[src/exposure_timing_pkg.sv]
// exposure and frame timing control: constants, register map, carrier types
// assumes a 50 MHz system clock; all timer settings are in microseconds
package exposure_timing_pkg;

    // ---------------------------------------------------------------
    // timing
    // ---------------------------------------------------------------
    localparam int CLK_MHZ = 50;
    localparam int US_CYC = CLK_MHZ;
    localparam real EXT_TIME_US = 77.7;
    localparam real JIT_FV_HIGH_US = 25.0;
    localparam real JIT_FV_LOW_US = 11.5;
    localparam int EXT_CYC = int'(EXT_TIME_US * real'(CLK_MHZ));
    // both start jitter delays round down
    localparam int JIT_HIGH_CYC = $rtoi(JIT_FV_HIGH_US * real'(CLK_MHZ));
    localparam int JIT_LOW_CYC = $rtoi(JIT_FV_LOW_US * real'(CLK_MHZ));

    // ---------------------------------------------------------------
    // register map (byte addresses)
    // ---------------------------------------------------------------
    localparam logic [7:0] ADDR_CTRL = 8'h00;
    localparam logic [7:0] ADDR_TIMER1 = 8'h04;
    localparam logic [7:0] ADDR_TIMER2 = 8'h08;
    localparam logic [7:0] ADDR_GAIN_LEFT = 8'h0c;
    localparam logic [7:0] ADDR_GAIN_RIGHT = 8'h10;
    localparam logic [7:0] ADDR_OFFSET_LEFT = 8'h14;
    localparam logic [7:0] ADDR_OFFSET_RIGHT = 8'h18;
    localparam logic [7:0] ADDR_STATUS = 8'h1c;

    localparam int CTRL_FREE_RUN_BIT = 0;
    localparam int CTRL_OUT8_BIT = 1;
    localparam int STAT_EXPOSING_BIT = 0;
    localparam int STAT_FV_BIT = 1;
    localparam int STAT_PENDING_BIT = 2;
    localparam int STAT_FREE_RUN_BIT = 3;

    localparam logic [15:0] TIMER1_RST = 16'h03e8;
    localparam logic [15:0] TIMER2_RST = 16'h4e20;
    localparam logic [9:0] GAIN_RST = 10'h120;
    localparam logic [9:0] GAIN_MAX = 10'h239;
    localparam logic [7:0] OFFSET_RST = 8'h00;

    // ---------------------------------------------------------------
    // types
    // ---------------------------------------------------------------
    typedef enum logic [1:0] {
        ST_IDLE = 2'b00,
        ST_WAIT = 2'b01,
        ST_EXPOSE = 2'b10,
        ST_HIGH = 2'b11
    } exp_state_type;

    typedef struct packed {
        logic free_run;
        logic out8;
        logic [15:0] t1;
        logic [15:0] t2;
    } cfg_type;

    typedef struct packed {
        logic [9:0] left;
        logic [9:0] right;
    } pixel_pair_type;

    typedef struct packed {
        logic [9:0] gain;
        logic [7:0] offset;
    } channel_set_type;

    function automatic logic [23:0] us_to_cyc(input logic [15:0] us);
        return 24'(32'(us) * 32'(US_CYC));
    endfunction : us_to_cyc

endpackage : exposure_timing_pkg

[src/exposure_timing_control.sv]
// exposure timing, free-run control, video output mode and channel settings
// assumes an APB master on clk_sys_i; trigger and pixel clock arrive
// asynchronously from the frame grabber side; sensor data is on clk_sys_i
`timescale 1ns/1ns
module exposure_timing_control
    import exposure_timing_pkg::*;
#(
    parameter int FRAME_PAIRS = 504008
) (
    // clock and reset
    input wire logic clk_sys_i,
    input wire logic rst_n_i,
    // apb slave
    input wire logic psel_i,
    input wire logic penable_i,
    input wire logic pwrite_i,
    input wire logic [7:0] paddr_i,
    input wire logic [31:0] pwdata_i,
    output logic [31:0] prdata_o,
    output logic pready_o,
    output logic pslverr_o,
    // frame grabber link
    input wire logic trigger_i,
    input wire logic pixel_clk_i,
    output logic frame_valid_o,
    output pixel_pair_type pixel_o,
    output logic pixel_valid_o,
    output logic exposure_active_out_o,
    // sensor data and variable_gain_stage settings
    input wire pixel_pair_type sensor_i,
    output channel_set_type left_set_o,
    output channel_set_type right_set_o
);

    localparam int PAIR_W = $clog2(FRAME_PAIRS + 1);
    localparam logic [PAIR_W-1:0] LAST_PAIR = PAIR_W'(FRAME_PAIRS - 1);
    localparam logic [23:0] EXT_CYC_W = 24'(EXT_CYC);
    localparam logic [23:0] JIT_HIGH_W = 24'(JIT_HIGH_CYC);
    localparam logic [23:0] WAIT_MAX = JIT_HIGH_W - 24'h00_0004;
    localparam int JIT_LOW_BOUND = JIT_LOW_CYC;

    // ---------------------------------------------------------------
    // software registers
    // ---------------------------------------------------------------
    logic free_run_reg;
    logic out8_reg;
    logic [15:0] timer1_reg;
    logic [15:0] timer2_reg;
    channel_set_type left_reg;
    channel_set_type right_reg;
    logic pready_reg;
    logic pslverr_reg;
    logic [31:0] prdata_reg;

    // state
    exp_state_type state_reg;
    cfg_type cfg_act_reg;
    logic [23:0] cnt_reg;
    logic exposing_reg;
    logic rd_start_reg;
    logic fv_reg;
    logic rd_out8_reg;
    logic [PAIR_W-1:0] pair_cnt_reg;
    pixel_pair_type pix_reg;
    logic pix_valid_reg;

    // synchronisers
    logic trig_meta_reg;
    logic trig_sync_reg;
    logic trig_last_reg;
    logic pclk_meta_reg;
    logic pclk_sync_reg;
    logic pclk_last_reg;

    logic setup_phase;
    logic access_done;
    logic trig_rise;
    logic pclk_rise;
    logic [23:0] exp_target;
    logic [23:0] high_target;
    logic [9:0] wr_gain;

    assign setup_phase = psel_i && !penable_i;
    assign access_done = psel_i && penable_i && pready_reg;
    assign trig_rise = trig_sync_reg && !trig_last_reg;
    assign pclk_rise = pclk_sync_reg && !pclk_last_reg;
    assign exp_target = us_to_cyc(cfg_act_reg.t1) + EXT_CYC_W;
    assign high_target = us_to_cyc(cfg_act_reg.t2);
    // values above the top of the gain scale are clamped
    assign wr_gain = (pwdata_i[9:0] > GAIN_MAX) ? GAIN_MAX : pwdata_i[9:0];

    // ---------------------------------------------------------------
    // apb slave: zero wait states, answer prepared in the setup cycle
    // ---------------------------------------------------------------
    always_ff @(posedge clk_sys_i) begin
        if (!rst_n_i) begin
            pready_reg <= 1'b0;
            pslverr_reg <= 1'b0;
            prdata_reg <= 32'h0000_0000;
        end else if (setup_phase) begin
            pready_reg <= 1'b1;
            pslverr_reg <= 1'b0;
            prdata_reg <= 32'h0000_0000;
            unique case (paddr_i)
                ADDR_CTRL: begin
                    prdata_reg[CTRL_FREE_RUN_BIT] <= free_run_reg;
                    prdata_reg[CTRL_OUT8_BIT] <= out8_reg;
                end
                ADDR_TIMER1: prdata_reg[15:0] <= timer1_reg;
                ADDR_TIMER2: prdata_reg[15:0] <= timer2_reg;
                ADDR_GAIN_LEFT: prdata_reg[9:0] <= left_reg.gain;
                ADDR_GAIN_RIGHT: prdata_reg[9:0] <= right_reg.gain;
                ADDR_OFFSET_LEFT: prdata_reg[7:0] <= left_reg.offset;
                ADDR_OFFSET_RIGHT: prdata_reg[7:0] <= right_reg.offset;
                ADDR_STATUS: begin
                    prdata_reg[STAT_EXPOSING_BIT] <= exposing_reg;
                    prdata_reg[STAT_FV_BIT] <= fv_reg;
                    prdata_reg[STAT_PENDING_BIT] <= (state_reg == ST_WAIT);
                    prdata_reg[STAT_FREE_RUN_BIT] <= cfg_act_reg.free_run;
                end
                default: pslverr_reg <= 1'b1;
            endcase
        end else begin
            pready_reg <= 1'b0;
            pslverr_reg <= 1'b0;
        end
    end

    // register writes take effect at the completing access edge
    always_ff @(posedge clk_sys_i) begin
        if (!rst_n_i) begin
            free_run_reg <= 1'b0;
            out8_reg <= 1'b0;
            timer1_reg <= TIMER1_RST;
            timer2_reg <= TIMER2_RST;
            left_reg <= '{gain: GAIN_RST, offset: OFFSET_RST};
            right_reg <= '{gain: GAIN_RST, offset: OFFSET_RST};
        end else if (access_done && pwrite_i) begin
            unique case (paddr_i)
                ADDR_CTRL: begin
                    free_run_reg <= pwdata_i[CTRL_FREE_RUN_BIT];
                    out8_reg <= pwdata_i[CTRL_OUT8_BIT];
                end
                ADDR_TIMER1: timer1_reg <= pwdata_i[15:0];
                ADDR_TIMER2: timer2_reg <= pwdata_i[15:0];
                ADDR_GAIN_LEFT: left_reg.gain <= wr_gain;
                ADDR_GAIN_RIGHT: right_reg.gain <= wr_gain;
                ADDR_OFFSET_LEFT: left_reg.offset <= pwdata_i[7:0];
                ADDR_OFFSET_RIGHT: right_reg.offset <= pwdata_i[7:0];
                default: begin
                end
            endcase
        end
    end

    // ---------------------------------------------------------------
    // synchronisers for the link inputs
    // ---------------------------------------------------------------
    always_ff @(posedge clk_sys_i) begin
        if (!rst_n_i) begin
            trig_meta_reg <= 1'b0;
            trig_sync_reg <= 1'b0;
            trig_last_reg <= 1'b0;
        end else begin
            trig_meta_reg <= trigger_i;
            trig_sync_reg <= trig_meta_reg;
            trig_last_reg <= trig_sync_reg;
        end
    end

    always_ff @(posedge clk_sys_i) begin
        if (!rst_n_i) begin
            pclk_meta_reg <= 1'b0;
            pclk_sync_reg <= 1'b0;
            pclk_last_reg <= 1'b0;
        end else begin
            pclk_meta_reg <= pixel_clk_i;
            pclk_sync_reg <= pclk_meta_reg;
            pclk_last_reg <= pclk_sync_reg;
        end
    end

    // ---------------------------------------------------------------
    // exposure sequencer
    // ---------------------------------------------------------------
    // in triggered mode cnt_reg runs from the trigger edge, so any start
    // delay is taken out of the exposure and the end stays fixed
    always_ff @(posedge clk_sys_i) begin
        if (!rst_n_i) begin
            state_reg <= ST_IDLE;
            cnt_reg <= 24'h00_0000;
            exposing_reg <= 1'b0;
            rd_start_reg <= 1'b0;
            cfg_act_reg <= '{free_run: 1'b0, out8: 1'b0, t1: TIMER1_RST, t2: TIMER2_RST};
        end else begin
            rd_start_reg <= 1'b0;
            unique case (state_reg)
                ST_IDLE: begin
                    // frame boundary: pick up new settings
                    cfg_act_reg <= '{free_run: free_run_reg, out8: out8_reg,
                                     t1: timer1_reg, t2: timer2_reg};
                    cnt_reg <= 24'h00_0000;
                    if (free_run_reg) begin
                        state_reg <= ST_EXPOSE;
                        exposing_reg <= 1'b1;
                    end else if (trig_rise) begin
                        state_reg <= ST_WAIT;
                    end
                end
                ST_WAIT: begin
                    cnt_reg <= cnt_reg + 24'h00_0001;
                    // hold off while the previous frame leaves; forced start allows for sync delay
                    if (!fv_reg || cnt_reg >= WAIT_MAX) begin
                        state_reg <= ST_EXPOSE;
                        exposing_reg <= 1'b1;
                    end
                end
                ST_EXPOSE: begin
                    cnt_reg <= cnt_reg + 24'h00_0001;
                    if (cnt_reg >= exp_target - 24'h00_0001) begin
                        exposing_reg <= 1'b0;
                        rd_start_reg <= 1'b1;
                        cnt_reg <= 24'h00_0000;
                        state_reg <= cfg_act_reg.free_run ? ST_HIGH : ST_IDLE;
                    end
                end
                ST_HIGH: begin
                    cnt_reg <= cnt_reg + 24'h00_0001;
                    if (cnt_reg >= high_target - 24'h00_0001) begin
                        cnt_reg <= 24'h00_0000;
                        cfg_act_reg <= '{free_run: free_run_reg, out8: out8_reg,
                                         t1: timer1_reg, t2: timer2_reg};
                        if (free_run_reg) begin
                            state_reg <= ST_EXPOSE;
                            exposing_reg <= 1'b1;
                        end else begin
                            state_reg <= ST_IDLE;
                        end
                    end
                end
            endcase
        end
    end

    // ---------------------------------------------------------------
    // readout: frame valid and two pixels per pixel clock
    // ---------------------------------------------------------------
    // a new readout start restarts the frame; the grabber side keeps
    // transfers from overlapping by its own timing
    always_ff @(posedge clk_sys_i) begin
        if (!rst_n_i) begin
            fv_reg <= 1'b0;
            rd_out8_reg <= 1'b0;
            pair_cnt_reg <= '0;
        end else if (rd_start_reg) begin
            fv_reg <= 1'b1;
            rd_out8_reg <= cfg_act_reg.out8;
            pair_cnt_reg <= '0;
        end else if (fv_reg && pclk_rise) begin
            pair_cnt_reg <= pair_cnt_reg + PAIR_W'(1);
            if (pair_cnt_reg == LAST_PAIR) begin
                fv_reg <= 1'b0;
            end
        end
    end

    always_ff @(posedge clk_sys_i) begin
        if (!rst_n_i) begin
            pix_reg <= '0;
            pix_valid_reg <= 1'b0;
        end else begin
            pix_valid_reg <= fv_reg && pclk_rise && !rd_start_reg;
            if (fv_reg && pclk_rise && !rd_start_reg) begin
                if (rd_out8_reg) begin
                    pix_reg.left <= {2'b00, sensor_i.left[9:2]};
                    pix_reg.right <= {2'b00, sensor_i.right[9:2]};
                end else begin
                    pix_reg <= sensor_i;
                end
            end
        end
    end

    // ---------------------------------------------------------------
    // outputs
    // ---------------------------------------------------------------
    assign prdata_o = prdata_reg;
    assign pready_o = pready_reg;
    assign pslverr_o = pslverr_reg;
    assign frame_valid_o = fv_reg;
    assign pixel_o = pix_reg;
    assign pixel_valid_o = pix_valid_reg;
    assign exposure_active_out_o = exposing_reg;
    assign left_set_o = left_reg;
    assign right_set_o = right_reg;
endmodule : exposure_timing_control

[config.mk]
export PLATFORM = sky130hd
export DESIGN_NAME = exposure_timing_control
export DESIGN_NICKNAME = d
export VERILOG_FILES = /design/src/exposure_timing_pkg.sv /design/src/exposure_timing_control.sv
export SDC_FILE = /design/constraint.sdc
export NUM_CORES = 1
export LEC_CHECK = 0
export BUFFER_PORTS_ARGS = -buffer_cell sky130_fd_sc_hd__buf_2
export CORE_MARGIN = 2
export CORE_UTILIZATION = 25
export CTS_BUF_LIST = sky130_fd_sc_hd__clkbuf_2 sky130_fd_sc_hd__clkbuf_4 sky130_fd_sc_hd__clkbuf_8
export DETAILED_ROUTE_END_ITERATION = 10
export PLACE_DENSITY_LB_ADDON = 0.15
export SLEW_MARGIN = 20
export SYNTH_ARGS = -nofsm -noshare
export SYNTH_HDL_FRONTEND = slang
export SYNTH_SLANG_ARGS = --single-unit
export TNS_END_PERCENT = 50
[constraint.sdc]
create_clock -name clk_sys_i -period 7.25 [get_ports clk_sys_i]
set_clock_uncertainty 0.1 [all_clocks]
set_input_delay 1.0875 -clock clk_sys_i [delete_from_list [all_inputs] [get_ports clk_sys_i]]
set_output_delay 1.0875 -clock clk_sys_i [all_outputs]
set_load 0.01 [all_outputs]
[Word-level counts from Yosys, hierarchy flattened]
Cells that the tools add are included.
Word-level totals
  bits of input ports: 67
  word-level logic and storage cells: 123
  register bits: 198
Cells by class
  equal/unequal tests: 15
  multiply operators: 2
  multiplexer cells: 31
  $add $sub $neg: 5
  bitwise logic cells: 1
  reductions and logical operators: 34
  $lt $le $gt $ge: 4
Operator list (count)
  $pmux 24 s4: 1
  $pmux 34 s2: 1
  $ge 24x24->1: 2
  $mux 24: 2
  $mul 16x5->21 const B: 2
  $mux 34: 1
  $eq 8x5->1 const B: 4
  $add 24x1->24 const B: 1
  $ge 24x11->1 const B: 1
  $pmux 4 s6: 1
  $sub 23x1->24 const B: 1
  $add 22x12->23 const B: 1
  $sub 22x1->23 const B: 1
  $reduce_and 2->1: 11
  $mux 20: 1
  $add 19x1->19 const B: 1
  $eq 19x19->1 const B: 1
  $eq 8x4->1 const B: 2
  $pmux 2 s4: 2
  $pmux 2 s8: 1
  $mux 2: 7
  $pmux 2 s7: 1
  $pmux 6 s2: 1
  $gt 10x10->1 const B: 1
  other kinds (20): 44

[Depth between registers and ports, before layout]
  word-level depth: 6
  gate-level depth with buffers: 26
  gate-level depth less buffers: 23

[Least setup slack after synthesis]
OpenSTA, ideal clock, no wires.
  path type: register to register
  from: register cfg_act_reg[6] (netlist bit)
  to: register cfg_act_reg[14] (netlist bit)
  library setup time: 0.141 ns
  buffers on the path: 3
  stages on the path, launching flop included: 26
  data required time: 7.009 ns
  arrival: 5.126 ns
  slack: 1.883 ns
  cell sequence: dfxtp_1 -> ha_1 -> ha_1 -> inv_1 -> fa_1 -> inv_1 -> ha_1 -> buf_6 -> and4_4 -> and2_4 -> a211oi_1 -> xnor2_1 -> nor4_4 -> nand3_1 -> xor2_1 -> ha_1 -> a21o_1 -> a21o_1 -> a21oi_1 -> nor2_1 -> nor4b_1 -> a21oi_1 -> buf_2 -> buf_2 -> nand2_1 -> o211ai_1
On the way
  word-level cells in the longest chain between the ends: 5
RTL lines
  start, declared: RTL line exposure_timing_control.sv:57  | cfg_type cfg_act_reg;
  start signal, assigned: RTL line exposure_timing_control.sv:194  | cfg_act_reg <= '{free_run: 1'b0, out8: 1'b0, t1: TIMER1_RST, t2: TIMER2_RST};
  start signal, assigned: RTL line exposure_timing_control.sv:200  | cfg_act_reg <= '{free_run: free_run_reg, out8: out8_reg,
  start signal, assigned: RTL line exposure_timing_control.sv:231  | cfg_act_reg <= '{free_run: free_run_reg, out8: out8_reg,
  $mul 16x5->21: RTL line exposure_timing_pkg.sv:71  | return 24'(32'(us) * 32'(US_CYC));
  $sub 22x1->23: RTL line exposure_timing_control.sv:229  | if (cnt_reg >= high_target - 24'h00_0001) begin
  $ge 24x24->1: RTL line exposure_timing_control.sv:229
  $ne 2x2->1 (no line)
  $reduce_and 2->1 (no line)
Every way passes these cells.
A chain may end at the register's enable or synchronous reset.

[Worst setup path after layout]
  from: register cfg_act_reg[8] (netlist bit)
  to: register cnt_reg[14]
On the way
  word-level cells in the longest chain between the ends: 5
RTL lines
  $mul 16x5->21: RTL line exposure_timing_pkg.sv:71
  $sub 22x1->23: RTL line exposure_timing_control.sv:229
  $ge 24x24->1: RTL line exposure_timing_control.sv:229
  $mux 24: RTL line exposure_timing_control.sv:229
  $pmux 24 s4: RTL line exposure_timing_control.sv:197  | unique case (state_reg)
  end signal, assigned: RTL line exposure_timing_control.sv:211  | cnt_reg <= cnt_reg + 24'h00_0001;
  end signal, assigned: RTL line exposure_timing_control.sv:219  | cnt_reg <= cnt_reg + 24'h00_0001;
  end signal, assigned: RTL line exposure_timing_control.sv:228  | cnt_reg <= cnt_reg + 24'h00_0001;
  end, declared: RTL line exposure_timing_control.sv:58  | logic [23:0] cnt_reg;
Every way passes these cells.

==> metrics.yaml <==
wl_per_cell_um: 16.5
finalSetupViolations: 0
die_height_um: 238
yosys_most_used_dff: "dfxtp_1"
first_iter_violations: 505
met1_usage_pct: 19.0
cts_hold_buf: 0
crit_family: "compound AO/OA/AOI/OAI gates"
final_cell_mix: "dfxtp_1 (198), nand2_1 (189), ha_1 (160)"
placed_cell_area_mm2: 0.0150
hold_viol: 0
grt_max_degree: 70
syn2layout_area_growth_pct: 12.8
yosysUniqueCellTypes: 94
critical-path-slowest-cell: "o311ai_4"
io_buffer_count: 127
final.period_utilization_pct: 86.9
routed_wl_um: 39200
crit_type: "flip-flop to flip-flop"
met2_usage_pct: 23.1
ir_drop_mv: 0.161
final.setup.tns_ps: 0
start_kind: "flip-flop"
maxSlewHeadroom_pct: 28.9
synth_area_mm2: 0.0137
clock_power_share_pct: 17.9
critPathMaxStageDelay_ps: 880
cts_resized: 0
timing.fmax_mhz: 159
powerDensity_mw_per_mm2: 292
synth_cells: 1573
whs_path_depth: 1
swShare_pct: 45.7
pwr-share-seq_pct: 25.4
async_flop_share_pct: 0
grt_overflow: 0
clock_sinks: 198
worstMarginPinSlew_ps: 1060
fin_crit_ps: 6300
layout-drive-gt1-share_pct: 13.0
antenna_found_initial: 3
ff2ff_path_depth: 21
crit_required_ps: 7510
slew_violations: 0
final_util_pct: 28.6
crit_top_cell: "ha_1"
grtUsageTotal_pct: 14.0
regToRegSetupSlack_ps: 950
status: "finished clean"
numCtsBuffers: 17
end_kind: "flip-flop"
synth-edff-count: 0
leakage_nw: 7.08
place.gp.congestion: 0.819
ant_nets: 0
fp-row-count: 85
cp.depth: 21
postCtsSetupBuffers: 0
grt_pass1_wl_um: 62400
cts_tree: "done"
dieArea_mm2: 0.0566
hp-class: "flip-flop to flip-flop"
start_util_pct: 25.4
insertion_delay_ps: 520
grt_most_used_layer: "met2"
cp_cell_sequence: "ha_1 > ha_1 > inv_1 > fa_1 > inv_1 > ha_1 > a21oi_1 > o21bai_1 > a21oi_1 > a21oi_1 > o21ai_0 > nor3b_1 > a211oi_1 > nand4_1 > ha_1 > nand4_1 > nor2_1 > o41ai_1 > and2_1 > o311ai_4 > nor2_1"
synth-seq-area-share_pct: 29.0
power_switching_mw: 2.05
fin_cells: 2380
fin_area_mm2: 0.0154
cts_root_buf: "clkbuf_8"
worstPathArrival_ps: 6550
pwr-share-comb_pct: 56.7
clkTransAtPathRegs_ps: 120
mostFrequentLayoutCell: "dfxtp_1"
first_pass_iters: 6
synth-seq-cells: 198
remaining_drc_errors: 0
io_pins: 160
crit_fanout: 24
largest_reg_flops: 34
rsz0062_at_grt: "no"
drv_cap: 0
coreArea_mm2: 0.0539
grt_pass1_vias: 10986
finalNetCount: 1919
avgViaCountPerCell: 4.66
vias: 11088
ys_warn_count: 0
die_w_um: 238
h-tree-depth: 4
hpwl_um: 30400
groute.layer.met3.usage_pct: 2.09
dp.cells: 2347
crit_buf_inv: 2
clk_path_buf_depth: 2
power.internal_mw: 2.44
syn_avg_cell_area_um2: 8.69
## layer usage
metal / share of wire [%] / vias to the layer above / wire length [um]
li1: - / 5651 / -
met1: 49 / 5233 / 19000
met2: 47 / 175 / 18300
met3: 3.4 / 25 / 1320
met4: 1.4 / 4 / 535
met5: 0.077 / - / 30
## path summary, 6_finish.rpt
path                  startpoint       endpoint
setup / recovery  cfg_act_reg[8]    cnt_reg[14]
hold / removal     pclk_meta_reg  pclk_sync_reg
setup reg to reg  cfg_act_reg[8]    cnt_reg[14]
hold reg to reg    pclk_meta_reg  pclk_sync_reg
## cells in the mapped netlist (24+ instances only)
cell type	number	area, um2
xnor2_1	45	394
ha_1	160	2000
clkbuf_1	46	173
a21oi_1	54	270
inv_1	120	450
nand3_1	60	300
xor2_1	51	447
dfxtp_1	198	3960
mux2i_1	46	460
o211a_1	24	240
nor2_1	104	390
nand2_1	189	709
a21boi_0	50	375
o21ai_0	36	180
nor2b_1	41	257
## worst register-to-register path: stages (launching register included)
cell and delay [ps]:
dfxtp_1 460, ha_1 280, ha_1 280, inv_1 50, fa_1 500, inv_1 40, ha_1 410, a21oi_1 220
o21bai_1 110, a21oi_1 180, a21oi_1 110, o21ai_0 530, nor3b_1 120, a211oi_1 390, nand4_1 220, ha_1 350
nand4_1 130, nor2_1 170, o41ai_1 190, and2_1 290, o311ai_4 880, nor2_1 130
## cell families after synthesis
group | Yosys count | share of synthesized area, %
xor+xnor | 99 | 6.51
other cells | 1 | 0.0274
fa+ha+maj | 182 | 17.9
simple gates | 546 | 20.1
flops | 198 | 29.0
buf+inv | 199 | 6.24
compound gates | 302 | 16.9
mux | 46 | 3.37
## per-stage QoR
stage / hold slack (ps) / power (mW) / setup WS (ps)
global route: 361 / 4.93 / 376
detailed placement: 319 / 3.74 / 889
CTS: 350 / 4.57 / 833
floorplan: 312 / 3.25 / 1880
global placement: 316 / 3.69 / 980
finish: 348 / 4.49 / 952
## power by group through the flow
stage	registers [mW]	logic (mW)	clock network [mW]
after floorplan	1.16	2.09	0
after global placement	1.17	2.52	0
after detailed placement	1.17	2.57	0
after CTS	1.14	2.58	0.841
after global routing	1.15	2.91	0.878
final	1.14	2.55	0.804
## area by class of cell
class,instances,area (um2)
Clock inverter,15,215
Sequential cell,198,3960
Multi-Input combinational cell,1191,8930
Inverter,120,450
Timing Repair Buffer,142,751
Antenna cell,1,2.50
Fill cell,5784,38500
Tap cell,696,871
Clock buffer,17,234
Note: power is estimated with default switching activity, not from simulation.
